--- src/common/sac_pkg.sv ---
package sac_pkg;
  // Clock rates and derived timing counts.
  localparam int SYS_CLK_HZ = 200_000_000;
  localparam int CPU_CLK_HZ = 8_000_000;
  localparam int CPU_DIV = SYS_CLK_HZ / CPU_CLK_HZ;
  localparam int CONV_CPU_CYCLES = 64;
  // The sampling window is 31.5 CPU cycles, held here as 63 half cycles.
  localparam int SAMPLE_CPU_HALVES = 63;
  localparam int CONV_CYCLES = CONV_CPU_CYCLES * CPU_DIV;
  localparam int SAMPLE_CYCLES = (SAMPLE_CPU_HALVES * CPU_DIV + 1) / 2;
  localparam int RESULT_BITS = 8;
  localparam int BITS_CYCLES = CONV_CYCLES - SAMPLE_CYCLES;
  localparam int STEP_CYCLES = BITS_CYCLES / RESULT_BITS;
  localparam int SETTLE_NS = 30_000;
  localparam int SETTLE_CYCLES = (SETTLE_NS * (SYS_CLK_HZ / 1_000_000) + 999) / 1000;
  localparam int CNT_W = 16;

  // Register map: printed offsets are indices, the byte address is four times the index.
  localparam int AXI_ADDR_W = 12;
  localparam int AXI_DATA_W = 32;
  localparam logic [9:0] IDX_RESULT = 10'h070;
  localparam logic [9:0] IDX_CSR = 10'h071;
  localparam logic [9:0] IDX_STATUS = 10'h072;
  localparam logic [9:0] IDX_MASK = 10'h073;
  localparam logic [AXI_ADDR_W-1:0] ADDR_RESULT = {IDX_RESULT, 2'b00};
  localparam logic [AXI_ADDR_W-1:0] ADDR_CSR = {IDX_CSR, 2'b00};
  localparam logic [AXI_ADDR_W-1:0] ADDR_STATUS = {IDX_STATUS, 2'b00};
  localparam logic [AXI_ADDR_W-1:0] ADDR_MASK = {IDX_MASK, 2'b00};
  localparam logic [1:0] RESP_OKAY = 2'h0;
  localparam logic [1:0] RESP_DECERR = 2'h3;

  // Control/status field layout and reset values.
  localparam int CSR_FLAG_BIT = 7;
  localparam int CSR_POWER_BIT = 5;
  localparam int CSR_ZERO_BIT = 4;
  localparam int CSR_CHAN_LSB = 0;
  localparam int CSR_CHAN_W = 3;
  localparam logic [7:0] CSR_RESET = 8'h00;
  localparam logic [7:0] RESULT_RESET = 8'h00;
  localparam logic [7:0] TRIAL_FIRST = 8'h80;

  // Interrupt status and mask layout.
  localparam int IRQ_W = 2;
  localparam int IRQ_DONE_BIT = 0;
  localparam int IRQ_SETTLE_BIT = 1;
  localparam logic [IRQ_W-1:0] IRQ_RESET = 2'h0;

  typedef enum logic [2:0] {SEL_RESULT, SEL_CSR, SEL_STATUS, SEL_MASK, SEL_NONE} sac_sel_t;
  typedef enum logic [1:0] {ST_OFF, ST_SETTLE, ST_SAMPLE, ST_BITS} sac_state_t;
endpackage : sac_pkg

--- src/hw/sac_sar_step.sv ---
`timescale 1ns/1ps
module sac_sar_step (
  // Clock and reset
  input wire logic clock_in,
  input wire logic reset_n_in,
  // Sequencer control
  input wire logic start_in,
  input wire logic decide_in,
  input wire logic comp_in,
  // Trial code and result
  output logic busy_out,
  output logic [7:0] trial_out,
  output logic [7:0] result_out
);
  logic [2:0] bit_q;
  logic [7:0] trial_q;
  logic [7:0] result_q;
  logic busy_q;
  logic [7:0] bit_mask;
  logic [7:0] code_d;

  assign bit_mask = 8'h01 << bit_q;
  // A high comparator means the input stands at or above the trial level, so the bit stays.
  assign code_d = comp_in ? trial_q : (trial_q & ~bit_mask);

  always_ff @(posedge clock_in or negedge reset_n_in) begin
    if (!reset_n_in) begin
      bit_q <= 3'h7;
      trial_q <= sac_pkg::RESULT_RESET;
      result_q <= sac_pkg::RESULT_RESET;
      busy_q <= 1'b0;
    end else if (start_in) begin
      bit_q <= 3'h7;
      trial_q <= sac_pkg::TRIAL_FIRST;
      busy_q <= 1'b1;
    end else if (decide_in && busy_q) begin
      if (bit_q != 3'h0) begin
        trial_q <= code_d | (bit_mask >> 1);
        bit_q <= bit_q - 3'h1;
      end else begin
        trial_q <= code_d;
        result_q <= code_d;
        busy_q <= 1'b0;
      end
    end
  end

  assign busy_out = busy_q;
  assign trial_out = trial_q;
  assign result_out = result_q;
endmodule : sac_sar_step

--- src/hw/sac_top.sv ---
// Chosen here: the AXI4-Lite register port.
`timescale 1ns/1ps
// Overview of operation
// - Finished result lands in 8-bit readable register.
// - Input at or above top gives FFh.
// - Input at or below bottom gives 00h.
// - Conversion 64 CPU cycles, 31.5 sampling.
// - Result scales linearly across reference span.
// - Low three bits select one of eight inputs.
// - Power on, settle, then convert continuously.
// - Completion sets flag bit 7, updates result.
// - Control write aborts, clears flag, restarts.
// - Reading result clears the completion flag.
// - Power bit zero stops all conversions.
// - Bit 4 always reads as zero.
// - Wait mode leaves conversion running.
// - Halt disables; wake-up needs settling again.
// - Reset clears control and result to zero.
module sac_top #(
  parameter int SETTLE_CYCLES = sac_pkg::SETTLE_CYCLES
) (
  // Clock and reset
  input wire logic clock_in,
  input wire logic reset_n_in,
  // AXI4-Lite write channels
  input wire logic [sac_pkg::AXI_ADDR_W-1:0] s_axi_awaddr_in,
  input wire logic s_axi_awvalid_in,
  output logic s_axi_awready_out,
  input wire logic [sac_pkg::AXI_DATA_W-1:0] s_axi_wdata_in,
  input wire logic [3:0] s_axi_wstrb_in,
  input wire logic s_axi_wvalid_in,
  output logic s_axi_wready_out,
  output logic [1:0] s_axi_bresp_out,
  output logic s_axi_bvalid_out,
  input wire logic s_axi_bready_in,
  // AXI4-Lite read channels
  input wire logic [sac_pkg::AXI_ADDR_W-1:0] s_axi_araddr_in,
  input wire logic s_axi_arvalid_in,
  output logic s_axi_arready_out,
  output logic [sac_pkg::AXI_DATA_W-1:0] s_axi_rdata_out,
  output logic [1:0] s_axi_rresp_out,
  output logic s_axi_rvalid_out,
  input wire logic s_axi_rready_in,
  // Converter core and processor mode
  input wire logic comparator_in,
  input wire logic halt_in,
  output logic converter_power_on_out,
  output logic [2:0] input_channel_select_out,
  output logic sample_hold_out,
  output logic [7:0] trial_code_out,
  // Interrupt
  output logic irq_out
);
  localparam logic [15:0] SETTLE_LAST = 16'(SETTLE_CYCLES - 1);
  localparam logic [15:0] SAMPLE_LAST = 16'(sac_pkg::SAMPLE_CYCLES - 1);
  localparam logic [15:0] BITS_LAST = 16'(sac_pkg::BITS_CYCLES - 1);
  localparam logic [15:0] STEP_LAST = 16'(sac_pkg::STEP_CYCLES - 1);
  localparam logic [15:0] CONV_LAST = 16'(sac_pkg::CONV_CYCLES - 1);
  localparam logic [15:0] SAMPLE_LEN = 16'(sac_pkg::SAMPLE_CYCLES);

  function automatic sac_pkg::sac_sel_t decode_sel(input logic [sac_pkg::AXI_ADDR_W-1:0] a);
    case (a)
      sac_pkg::ADDR_RESULT: decode_sel = sac_pkg::SEL_RESULT;
      sac_pkg::ADDR_CSR: decode_sel = sac_pkg::SEL_CSR;
      sac_pkg::ADDR_STATUS: decode_sel = sac_pkg::SEL_STATUS;
      sac_pkg::ADDR_MASK: decode_sel = sac_pkg::SEL_MASK;
      default: decode_sel = sac_pkg::SEL_NONE;
    endcase
  endfunction : decode_sel

  // Reset release and pin synchronisers.
  logic rst_meta_q;
  logic rst_n;
  logic comp_meta_q;
  logic comp_sync_q;
  logic halt_meta_q;
  logic halt_sync_q;

  always_ff @(posedge clock_in or negedge reset_n_in) begin
    if (!reset_n_in) begin
      rst_meta_q <= 1'b0;
      rst_n <= 1'b0;
    end else begin
      rst_meta_q <= 1'b1;
      rst_n <= rst_meta_q;
    end
  end

  always_ff @(posedge clock_in or negedge rst_n) begin
    if (!rst_n) begin
      comp_meta_q <= 1'b0;
      comp_sync_q <= 1'b0;
      halt_meta_q <= 1'b0;
      halt_sync_q <= 1'b0;
    end else begin
      comp_meta_q <= comparator_in;
      comp_sync_q <= comp_meta_q;
      halt_meta_q <= halt_in;
      halt_sync_q <= halt_meta_q;
    end
  end

  // Register bus slave.
  logic awready_q;
  logic wready_q;
  logic bvalid_q;
  logic [1:0] bresp_q;
  logic aw_got_q;
  logic w_got_q;
  logic [sac_pkg::AXI_ADDR_W-1:0] awaddr_q;
  logic [7:0] wdata_q;
  logic wlane0_q;
  logic arready_q;
  logic rvalid_q;
  logic [1:0] rresp_q;
  logic [sac_pkg::AXI_DATA_W-1:0] rdata_q;
  logic aw_hs;
  logic w_hs;
  logic ar_hs;
  logic wr_go;
  sac_pkg::sac_sel_t wr_sel;
  sac_pkg::sac_sel_t rd_sel;
  logic csr_wr;
  logic result_rd;

  assign aw_hs = s_axi_awvalid_in && awready_q;
  assign w_hs = s_axi_wvalid_in && wready_q;
  assign ar_hs = s_axi_arvalid_in && arready_q;
  assign wr_go = aw_got_q && w_got_q && !bvalid_q;
  assign wr_sel = decode_sel(awaddr_q);
  assign rd_sel = decode_sel(s_axi_araddr_in);
  assign csr_wr = wr_go && wlane0_q && (wr_sel == sac_pkg::SEL_CSR);
  assign result_rd = ar_hs && (rd_sel == sac_pkg::SEL_RESULT);

  always_ff @(posedge clock_in or negedge rst_n) begin
    if (!rst_n) begin
      awready_q <= 1'b0;
      wready_q <= 1'b0;
      aw_got_q <= 1'b0;
      w_got_q <= 1'b0;
      awaddr_q <= '0;
      wdata_q <= 8'h00;
      wlane0_q <= 1'b0;
      bvalid_q <= 1'b0;
      bresp_q <= sac_pkg::RESP_OKAY;
    end else begin
      awready_q <= !aw_got_q && !aw_hs && !wr_go && !bvalid_q;
      wready_q <= !w_got_q && !w_hs && !wr_go && !bvalid_q;
      if (aw_hs) begin
        aw_got_q <= 1'b1;
        awaddr_q <= s_axi_awaddr_in;
      end
      if (w_hs) begin
        w_got_q <= 1'b1;
        wdata_q <= s_axi_wdata_in[7:0];
        wlane0_q <= s_axi_wstrb_in[0];
      end
      if (wr_go) begin
        aw_got_q <= 1'b0;
        w_got_q <= 1'b0;
        bvalid_q <= 1'b1;
        bresp_q <= (wr_sel == sac_pkg::SEL_NONE) ? sac_pkg::RESP_DECERR : sac_pkg::RESP_OKAY;
      end else if (bvalid_q && s_axi_bready_in) begin
        bvalid_q <= 1'b0;
      end
    end
  end

  // Control/status, result and interrupt registers.
  logic [7:0] result_q;
  logic flag_q;
  logic power_q;
  logic [2:0] chan_q;
  logic [sac_pkg::IRQ_W-1:0] irq_stat_q;
  logic [sac_pkg::IRQ_W-1:0] irq_mask_q;
  logic irq_q;
  logic done_evt;
  logic settle_evt;
  logic [7:0] sar_result;
  logic [7:0] csr_view;
  logic [sac_pkg::IRQ_W-1:0] irq_evt;
  logic [sac_pkg::IRQ_W-1:0] irq_w1c;

  always_comb begin
    csr_view = 8'h00;
    csr_view[sac_pkg::CSR_FLAG_BIT] = flag_q;
    csr_view[sac_pkg::CSR_POWER_BIT] = power_q;
    csr_view[sac_pkg::CSR_CHAN_LSB +: sac_pkg::CSR_CHAN_W] = chan_q;
  end

  always_ff @(posedge clock_in or negedge rst_n) begin
    if (!rst_n) begin
      power_q <= sac_pkg::CSR_RESET[sac_pkg::CSR_POWER_BIT];
      chan_q <= sac_pkg::CSR_RESET[sac_pkg::CSR_CHAN_LSB +: sac_pkg::CSR_CHAN_W];
      irq_mask_q <= sac_pkg::IRQ_RESET;
    end else if (wr_go && wlane0_q) begin
      if (wr_sel == sac_pkg::SEL_CSR) begin
        power_q <= wdata_q[sac_pkg::CSR_POWER_BIT];
        chan_q <= wdata_q[sac_pkg::CSR_CHAN_LSB +: sac_pkg::CSR_CHAN_W];
      end
      if (wr_sel == sac_pkg::SEL_MASK) begin
        irq_mask_q <= wdata_q[sac_pkg::IRQ_W-1:0];
      end
    end
  end

  // A completion in the same cycle as a clearing access keeps the flag set.
  always_ff @(posedge clock_in or negedge rst_n) begin
    if (!rst_n) begin
      flag_q <= sac_pkg::CSR_RESET[sac_pkg::CSR_FLAG_BIT];
      result_q <= sac_pkg::RESULT_RESET;
    end else if (done_evt) begin
      flag_q <= 1'b1;
      result_q <= sar_result;
    end else if (csr_wr || result_rd) begin
      flag_q <= 1'b0;
    end
  end

  assign irq_evt = {settle_evt, done_evt};
  assign irq_w1c = (wr_go && wlane0_q && wr_sel == sac_pkg::SEL_STATUS) ?
                   wdata_q[sac_pkg::IRQ_W-1:0] : '0;

  always_ff @(posedge clock_in or negedge rst_n) begin
    if (!rst_n) begin
      irq_stat_q <= sac_pkg::IRQ_RESET;
      irq_q <= 1'b0;
    end else begin
      irq_stat_q <= (irq_stat_q & ~irq_w1c) | irq_evt;
      irq_q <= |(irq_stat_q & irq_mask_q);
    end
  end

  always_ff @(posedge clock_in or negedge rst_n) begin
    if (!rst_n) begin
      arready_q <= 1'b0;
      rvalid_q <= 1'b0;
      rresp_q <= sac_pkg::RESP_OKAY;
      rdata_q <= '0;
    end else if (ar_hs) begin
      arready_q <= 1'b0;
      rvalid_q <= 1'b1;
      rresp_q <= (rd_sel == sac_pkg::SEL_NONE) ? sac_pkg::RESP_DECERR : sac_pkg::RESP_OKAY;
      case (rd_sel)
        sac_pkg::SEL_RESULT: rdata_q <= {24'h00_0000, result_q};
        sac_pkg::SEL_CSR: rdata_q <= {24'h00_0000, csr_view};
        sac_pkg::SEL_STATUS: rdata_q <= {30'h0000_0000, irq_stat_q};
        sac_pkg::SEL_MASK: rdata_q <= {30'h0000_0000, irq_mask_q};
        default: rdata_q <= '0;
      endcase
    end else if (rvalid_q) begin
      if (s_axi_rready_in) begin
        rvalid_q <= 1'b0;
      end
    end else begin
      arready_q <= 1'b1;
    end
  end

  // Conversion sequencer. Wait mode has no input here, so it cannot disturb it.
  sac_pkg::sac_state_t st_q;
  sac_pkg::sac_state_t st_d;
  logic [15:0] cnt_q;
  logic [15:0] cnt_d;
  logic [15:0] step_q;
  logic restart_q;
  logic enabled;
  logic sar_start;
  logic sar_decide;
  logic sar_busy;
  logic [7:0] sar_trial;
  logic sample_q;
  logic conv_power_q;

  assign enabled = power_q && !halt_sync_q;

  always_ff @(posedge clock_in or negedge rst_n) begin
    if (!rst_n) begin
      restart_q <= 1'b0;
    end else begin
      restart_q <= csr_wr;
    end
  end

  always_comb begin
    st_d = st_q;
    cnt_d = cnt_q + 16'h0001;
    sar_start = 1'b0;
    done_evt = 1'b0;
    settle_evt = 1'b0;
    if (!enabled) begin
      st_d = sac_pkg::ST_OFF;
      cnt_d = 16'h0000;
    end else begin
      case (st_q)
        sac_pkg::ST_OFF: begin
          st_d = sac_pkg::ST_SETTLE;
          cnt_d = 16'h0000;
        end
        sac_pkg::ST_SETTLE: begin
          if (cnt_q == SETTLE_LAST) begin
            st_d = sac_pkg::ST_SAMPLE;
            cnt_d = 16'h0000;
            settle_evt = 1'b1;
          end
        end
        sac_pkg::ST_SAMPLE: begin
          if (restart_q) begin
            cnt_d = 16'h0000;
          end else if (cnt_q == SAMPLE_LAST) begin
            st_d = sac_pkg::ST_BITS;
            cnt_d = 16'h0000;
            sar_start = 1'b1;
          end
        end
        sac_pkg::ST_BITS: begin
          if (restart_q) begin
            st_d = sac_pkg::ST_SAMPLE;
            cnt_d = 16'h0000;
          end else if (cnt_q == BITS_LAST) begin
            st_d = sac_pkg::ST_SAMPLE;
            cnt_d = 16'h0000;
            done_evt = 1'b1;
          end
        end
        default: begin
          st_d = sac_pkg::ST_OFF;
          cnt_d = 16'h0000;
        end
      endcase
    end
  end

  always_ff @(posedge clock_in or negedge rst_n) begin
    if (!rst_n) begin
      st_q <= sac_pkg::ST_OFF;
      cnt_q <= 16'h0000;
      sample_q <= 1'b0;
      conv_power_q <= 1'b0;
    end else begin
      st_q <= st_d;
      cnt_q <= cnt_d;
      sample_q <= (st_d == sac_pkg::ST_SAMPLE);
      conv_power_q <= enabled;
    end
  end

  always_ff @(posedge clock_in or negedge rst_n) begin
    if (!rst_n) begin
      step_q <= 16'h0000;
    end else if (sar_start || step_q == STEP_LAST) begin
      step_q <= 16'h0000;
    end else begin
      step_q <= step_q + 16'h0001;
    end
  end

  assign sar_decide = (st_q == sac_pkg::ST_BITS) && !restart_q && (step_q == STEP_LAST);

  sac_sar_step u_sar (
    .clock_in(clock_in),
    .reset_n_in(rst_n),
    .start_in(sar_start),
    .decide_in(sar_decide),
    .comp_in(comp_sync_q),
    .busy_out(sar_busy),
    .trial_out(sar_trial),
    .result_out(sar_result)
  );

  // Binary-weighted trial code drives the core's linear reference ladder.
  assign trial_code_out = sar_trial;
  assign converter_power_on_out = conv_power_q;
  assign input_channel_select_out = chan_q;
  assign sample_hold_out = sample_q;
  assign irq_out = irq_q;
  assign s_axi_awready_out = awready_q;
  assign s_axi_wready_out = wready_q;
  assign s_axi_bvalid_out = bvalid_q;
  assign s_axi_bresp_out = bresp_q;
  assign s_axi_arready_out = arready_q;
  assign s_axi_rvalid_out = rvalid_q;
  assign s_axi_rresp_out = rresp_q;
  assign s_axi_rdata_out = rdata_q;

  // Cycles since the current conversion entered sampling.
  logic [15:0] age_q;
  always_ff @(posedge clock_in or negedge rst_n) begin
    if (!rst_n) begin
      age_q <= 16'h0000;
    end else if (st_d == sac_pkg::ST_SAMPLE && cnt_d == 16'h0000) begin
      age_q <= 16'h0000;
    end else if (age_q != 16'hFFFF) begin
      age_q <= age_q + 16'h0001;
    end
  end

  conv_period_a: assert property (
    @(posedge clock_in) disable iff (!rst_n) done_evt |-> age_q == CONV_LAST)
    else $error("conversion did not last the full period");

  sample_len_a: assert property (
    @(posedge clock_in) disable iff (!rst_n) $fell(sample_q) && enabled |-> age_q == SAMPLE_LEN)
    else $error("sampling window has the wrong length");

  flag_result_a: assert property (
    @(posedge clock_in) disable iff (!rst_n)
    done_evt |=> flag_q && result_q == $past(sar_result))
    else $error("completion did not set flag and result");

  write_abort_a: assert property (
    @(posedge clock_in) disable iff (!rst_n)
    csr_wr && !done_evt |=> !flag_q ##1 (!enabled || (st_q == sac_pkg::ST_SAMPLE && cnt_q == 16'h0000)) ||
      st_q == sac_pkg::ST_SETTLE)
    else $error("control write did not abort and restart");

  read_clear_a: assert property (
    @(posedge clock_in) disable iff (!rst_n) result_rd && !done_evt |=> !flag_q)
    else $error("result read did not clear the flag");

  off_idle_a: assert property (
    @(posedge clock_in) disable iff (!rst_n) !power_q |=> !sample_q && !done_evt && !conv_power_q)
    else $error("converter active while powered off");

  csr_zero_a: assert property (
    @(posedge clock_in) disable iff (!rst_n)
    ar_hs && rd_sel == sac_pkg::SEL_CSR |=> rdata_q[sac_pkg::CSR_ZERO_BIT] == 1'b0)
    else $error("reserved control bit read as one");

  halt_settle_a: assert property (
    @(posedge clock_in) disable iff (!rst_n)
    $fell(halt_sync_q) && power_q |=> st_q == sac_pkg::ST_SETTLE)
    else $error("wake-up skipped the settling delay");

  sar_order_a: assert property (
    @(posedge clock_in) disable iff (!rst_n) sar_start |=> sar_trial == sac_pkg::TRIAL_FIRST)
    else $error("approximation did not begin at the top bit");
endmodule : sac_top

--- config.mk ---
export PLATFORM = sky130hd
export DESIGN_NAME = sac_top
export DESIGN_NICKNAME = d
export VERILOG_FILES = /design/src/common/sac_pkg.sv /design/src/hw/sac_sar_step.sv /design/src/hw/sac_top.sv
export SDC_FILE = /design/constraint.sdc
export NUM_CORES = 1
export LEC_CHECK = 0
export ABC_AREA = 1
export BUFFER_PORTS_ARGS = -buffer_cell sky130_fd_sc_hd__buf_2
export CAP_MARGIN = 20
export CORE_MARGIN = 2
export CORE_UTILIZATION = 53
export DETAILED_ROUTE_END_ITERATION = 8
export PLACE_DENSITY_LB_ADDON = 0.12
export SKIP_LAST_GASP = 1
export SLEW_MARGIN = 20
export SYNTH_ARGS = -nofsm -noshare
export SYNTH_HDL_FRONTEND = slang
export SYNTH_HIERARCHICAL = 1
export SYNTH_SLANG_ARGS = --single-unit
export TNS_END_PERCENT = 5
--- constraint.sdc ---
create_clock -name clock_in -period 4.4 [get_ports clock_in]
set_input_delay 0.44 -clock clock_in [delete_from_list [all_inputs] [get_ports clock_in]]
set_output_delay 0.44 -clock clock_in [all_outputs]
set_load 0.02 [all_outputs]
Word-level counts from Yosys, hierarchy flattened
Index checks and enable logic that the tools add are counted.
W data, S select, Z words.
{"block": "totals", "in_bits": 69, "latch_bits": 0, "ramBits": 0, "romBits": 0, "ff_bits": 143, "out_inout_bits": 55, "n_memories": 0, "wordCells": 175}
{"block": "op_classes", "eq_ne": 26, "n_addsub": 3, "n_mul": 0, "n_bitwise": 9, "magnitude_cmp": 0, "n_mux": 55, "div_mod_pow": 0, "shifts": 1, "n_reduce_logical": 45}
{"op": "$mux W16", "n": 7}
{"op": "$eq A12 B9 Y1 const B", "n": 8}
{"op": "$pmux W16 S4", "n": 1}
{"op": "$add A16 B1 Y16 const B", "n": 2}
{"op": "$eq A16 B10 Y1 const B", "n": 2}
{"op": "$mux W8", "n": 4}
{"op": "$pmux W8 S4", "n": 1}
{"op": "$mux W1", "n": 27}
{"op": "$pmux W3 S4", "n": 2}
{"op": "$logic_and A1 B1 Y1", "n": 20}
{"op": "$mux W2", "n": 9}
{"op": "$eq A16 B13 Y1 const B", "n": 1}
{"op": "$eq A16 B7 Y1 const B", "n": 1}
{"op": "$eq A3 B2 Y1 const B", "n": 4}
{"op": "$reduce_bool A2 Y1", "n": 6}
{"op": "$mux W3", "n": 3}
{"op": "$and A8 B8 Y8", "n": 1}
{"op": "$logic_not A1 Y1", "n": 8}
{"op": "$not A8 Y8", "n": 1}
{"op": "$or A8 B7 Y8", "n": 1}
{"op": "$pmux W2 S4", "n": 1}
{"op": "$reduce_and A2 Y1", "n": 4}
{"op": "$shl A1 B3 Y8 const A", "n": 1}
{"op": "$eq A2 B2 Y1 const B", "n": 3}
{"op": "16 further kinds", "n": 21}

Logic depth before layout (Yosys ltp)
{"block": "logic_depth", "ltp_word": 8, "ltp_mapped": 12, "depth_no_buf": 12}

Cells and area by module
The synthesis kept the hierarchy.
{"mod": "sac_top", "instances": 1, "cells_each": 590, "area_per_inst_um2": 4694.5}
{"mod": "sac_sar_step", "instances": 1, "cells_each": 123, "area_per_inst_um2": 1006.0}

Worst setup path before layout
No wires, ideal clock.
{"block": "synth_path", "kind": "reg2reg", "from": "register cnt_q[0]", "to": "register u_sar.result_q[7] (netlist: u_sar/result_out[7])", "stages_incl_launch_ff": 13, "arrival_time_ns": 1.552, "slack_ns": 2.724, "n_path_buf": 1, "period_less_slack_ns": 1.676, "cell_sequence": "dfrtp_1 ha_1 inv_1 nor2_1 nand2_1 nor2_2 nand3_2 inv_1 nor2_4 nand2_4 buf_6 nand2_1 o21ai_2"}
{"block": "synth_between", "elab_chain_cells": 7}
{"element": "start: declaration", "line_no": "sac_top.sv:263", "rtl": "logic [15:0] cnt_q;"}
{"element": "start signal: assignment", "line_no": "sac_top.sv:342", "rtl": "cnt_q <= cnt_d;"}
{"element": "$eq A16 B10 Y1", "line_no": "sac_top.sv:310", "rtl": "end else if (cnt_q == SAMPLE_LAST) begin"}
{"element": "$mux W1", "line_no": "sac_top.sv:310"}
{"element": "$mux W1", "line_no": "sac_top.sv:308", "rtl": "if (restart_q) begin"}
{"element": "$mux W1", "line_no": "sac_top.sv:295", "rtl": "case (st_q)"}
{"element": "$mux W1", "line_no": "sac_top.sv:291", "rtl": "if (!enabled) begin"}
{"element": "net sar_start", "line_no": "sac_top.sv:268", "rtl": "logic sar_start;"}
{"element": "$not A1 Y1 (no source line)"}
{"element": "$reduce_and A3 Y1 (no source line)"}
{"element": "end signal: assignment", "line_no": "sac_sar_step.sv:30", "rtl": "result_q <= sac_pkg::RESULT_RESET;"}
{"element": "end signal: assignment", "line_no": "sac_sar_step.sv:42", "rtl": "result_q <= code_d;"}
{"element": "end: declaration", "line_no": "sac_sar_step.sv:17", "rtl": "logic [7:0] result_q;"}
The timed path passes the listed nets, and every way through them passes these cells.
A chain may end at the register's enable or synchronous reset.

Worst setup path in the final report
{"block": "layout_path", "from": "register cnt_q[0]", "to": "register u_sar.trial_q[0] (netlist: u_sar/trial_out[0])"}
{"block": "layout_between", "elab_chain_cells": 6, "word_cells_on_any_way": 7, "classes_between": "1 x eq/ne; 5 x mux; 1 x reduce/logical"}
{"element": "$eq A16 B10 Y1 (*)", "line_no": "sac_top.sv:310"}
{"element": "$mux W1 (*)", "line_no": "sac_top.sv:310"}
{"element": "$mux W1 (*)", "line_no": "sac_top.sv:308"}
{"element": "$mux W1 (*)", "line_no": "sac_top.sv:295"}
{"element": "$mux W1 (*)", "line_no": "sac_top.sv:291"}
{"element": "net sar_start", "line_no": "sac_top.sv:268"}
{"element": "$mux W8 / $reduce_bool A2 Y1 (equally long branches)"}
{"element": "end signal: assignment", "line_no": "sac_sar_step.sv:29", "rtl": "trial_q <= sac_pkg::RESULT_RESET;"}
{"element": "end signal: assignment", "line_no": "sac_sar_step.sv:34", "rtl": "trial_q <= sac_pkg::TRIAL_FIRST;"}
{"element": "end signal: assignment", "line_no": "sac_sar_step.sv:38", "rtl": "trial_q <= code_d | (bit_mask >> 1);"}
{"element": "end: declaration", "line_no": "sac_sar_step.sv:16", "rtl": "logic [7:0] trial_q;"}
The timed path passes the listed nets; every way through them passes the cells marked *.

==> key figures <==
STA
  • TNS Setup: 0 ps
  • Fin Clk Skew: 7.965 ps
  • RSZ-0062 raised after global routing: no
  • Final Slew Violations: 0
  • Worst hold slack: 27.94 ps
  • Slew HR: 0.3980
  • Tmin final: 1945 ps
  • Worst-Margin Slew: 903.0 ps
  • Worst setup margin: 2455 ps
  • Setup-failing EPs final: 0
  • Fmax: 0.5142 GHz
  • Final Hold Viols: 0
  • Period utilization: 0.4420

Die
  • Initial Utilization: 0.5497
  • Core ar.: 10370 um^2
  • Site Rows: 37
  • Die H: 107.7 um
  • IO Count: 124
  • Full die area: 11600 um^2
  • Die width: 107.7 um

Drt
  • DR iter-0 viols: 233
  • DR WL/cell: 11.93 um
  • Residual DRC: 0
  • Routed Antenna Nets: 0
  • Drt via density: 4.907
  • Total wire length: 11.20 mm
  • TritonRoute pass-1 iters: 5
  • Vias: 4603

Logic synthesis
  • Largest area contributor in the netlist: dfrtp_1
  • Synth Cell Area: 5700 um^2
  • FFs w/ async S/R, synth: 1.000
  • Synth Register Bits: 115
  • Top FF cell, synth: dfrtp_1
  • EDFF count, synth: 0
  • Synth unique cells: 34
  • Top post-synthesis cells by area: dfrtp_1 (49%), nand2_1 (14%), inv_1 (5.5%)
  • Post-synth top area share: 0.4917
  • Register area share after synthesis: 0.5055
  • Mapped Cells: 713
  • Avg Inst Size Synth: 7.995 um^2
  • Ys Warns: 6

Place
  • Pre-CTS WS: 2400 ps
  • Cells after DPL: 904
  • DP Wirelength: 7.973 mm
  • Number of port buffers: 68
  • GPL Wtd Cong: 0.9271
  • Post-DP Area: 6045 um^2

Worst setup path
  • Reg2Reg Depth: 12
  • Worst endpoint required time: 4800 ps
  • CP delay by family, top: simple AND/OR/NAND/NOR gates
  • Buf/Inv on CP: 4
  • Crit-path cells: ha_1, inv_1, nor2_1, nand2_1, nor2_2, nand3_2, inv_1, inv_1, nand2_1, inv_1, nand2_1, nand2_1
  • R2r startpoint: cnt_q[0]
  • Startpoint types: register
  • Worst setup path end: u_sar/trial_out[0]
  • Worst Setup SP: cnt_q[0]
  • Crit path max-delay cell type: dfrtp_1
  • Largest stage delay on the critical path: 370 ps
  • Reg2reg end: u_sar/trial_out[0]
  • Setup crit end kind: register
  • R2r setup slk: 2460 ps
  • CP Data Arrival Time: 2350 ps
  • Crit path depth: 12
  • CP Max Fanout: 7
  • Critical path class: reg2reg

CTS
  • H-tree depth: 4
  • Clock latency on the worst-skew pair: 520 ps
  • Root buffer cell: clkbuf_8
  • Clock slew at reported path FFs: 60 ps
  • Post-CTS Resized: 0
  • Post-CTS Repair Setup Buffers: 0
  • Clk buf depth: 2
  • # clock sinks: 115
  • CTS tree: yes
  • TritonCTS Buffers: 17
  • Hold Buf Count CTS: 1

Power and ir drop
  • Pwr dens: 437.5 nW/um^2
  • Leak Pwr: 3.498 nW
  • Sequential share of power: 0.424
  • Comb pwr share: 0.098
  • Sw frac: 0.2518
  • Clk network pwr share: 0.479
  • Peak supply drop: 0.3740 mV
  • Switching power: 0.0007339 W
  • P_int: 0.002181 W

Finish
  • Synth-to-Final Area Change: 16.88%
  • Most frequent cells in the layout: nand2_1 (213), dfrtp_1 (111), inv_1 (83), nor2_1 (83), buf_2 (68)
  • Final nets: 866
  • Final instance area: 6663 um^2
  • N_diodes: 0
  • Share of cells above drive strength 1: 0.1546
  • Most common cell after layout, fill and taps aside: nand2_1
  • Non-filler cells, final: 938

Worst hold path
  • Hold Path Class: in2reg

GRT
  • Total track usage: 0.2126
  • First-pass GRT wire length: 19.26 mm
  • Vias in the first global route: 4261
  • GR Overflow Total: 0
  • Initial antenna violation count: 0
  • Largest net degree at the start of global routing: 73

Flow run
  • Number of max-cap violations: 0

Status
  • Outcome: finished clean
## cells in the mapped netlist, types with 3 or more instances
library cell and instances:
nand2_1 213, dfrtp_1 112, inv_1 83, nor2_1 83, nand3_1 57, buf_4 26
o21ai_0 26, nor3_1 15, o21ai_1 15, xor2_1 14, nand4_1 9, ha_1 8
nand2_2 5, a21oi_1 4, buf_2 4, clkbuf_1 4, nor2_2 4, buf_6 3
dfstp_2 3, nor2_4 3, xnor2_1 3
## through the flow
stage / util / total power (W)
3_5_place_dp: 0.5829 / 0.001538
6_report: 0.6425 / 0.002915
3_3_place_gp: 0.5829 / 0.001525
4_1_cts: 0.6415 / 0.002934
5_1_grt: 0.6425 / 0.003053
2_1_floorplan: - / 0.001463
## cell type report
type,count,area [um^2]
multi-input cells,499,2322
repair buffers,71,367.9
inverters,85,319.1
well taps,136,170.2
fillers,919,3707
flip-flops and latches,115,2885
clock inverters,12,162.7
clock buffers,20,435.4
## how the worst min path moves through the flow
stage	start	slack [ps]	end	depth (start not counted)
finish	halt_in	30	halt_meta_q	1
global route	halt_in	2	halt_meta_q	1
CTS	comparator_in	10	comp_meta_q	1
detailed placement	reset_n_in	230	rst_meta_q	1
global placement	reset_n_in	220	rst_meta_q	1
floorplan	reset_n_in	140	rst_meta_q	0
## power by group through the flow
stage	sequential (W)	clock [W]	combinational [W]
6_report	0.00124	0.00140	0.000284
4_1_cts	0.00124	0.00141	0.000289
2_1_floorplan	0.00127	0	0.000198
5_1_grt	0.00125	0.00147	0.000330
3_3_place_gp	0.00125	0	0.000275
3_5_place_dp	0.00125	0	0.000284
## worst register-to-register path, delay by kind of cell (launching register included)
family        cells  cell delay [ps]
simple gates      7              690
buf+inv           4              530
flops             1              370
fa+ha+maj         1              240
## flip-flops by register name (all words and copies together), names as in the netlist, 3 cells and up
register / cells
awaddr_q: 12
cnt_q: 16
input_channel_select_out: 3
result_q: 8
s_axi_rdata_out: 8
step_q: 16
u_sar/bit_q: 3
u_sar/result_out: 8
u_sar/trial_out: 8
wdata_q: 4
## metal layers
layer  vias up  wire length [um]  GRT usage
li1       2333                 -          -
met1      2133              5298     0.2854
met2       114              5046     0.3226
met3        23               628    0.07022
met4         0               221    0.07784
met5         -                 0          0
## cells by family (layout without fill, tap and decap cells)
family                     Yosys count  after routing  synth area share
and+or+nand+nor                    398            398            0.2998
other                                2             25          0.001317
xor gates and xnor gates            17             17           0.02612
DFF                                115            115            0.5055
AOI/OAI and AO/OA                   51             51           0.04741
adders and majority gates            8              8           0.01756
buffers and inverters              122            188            0.1023
Power figures use the tool's default switching activity.
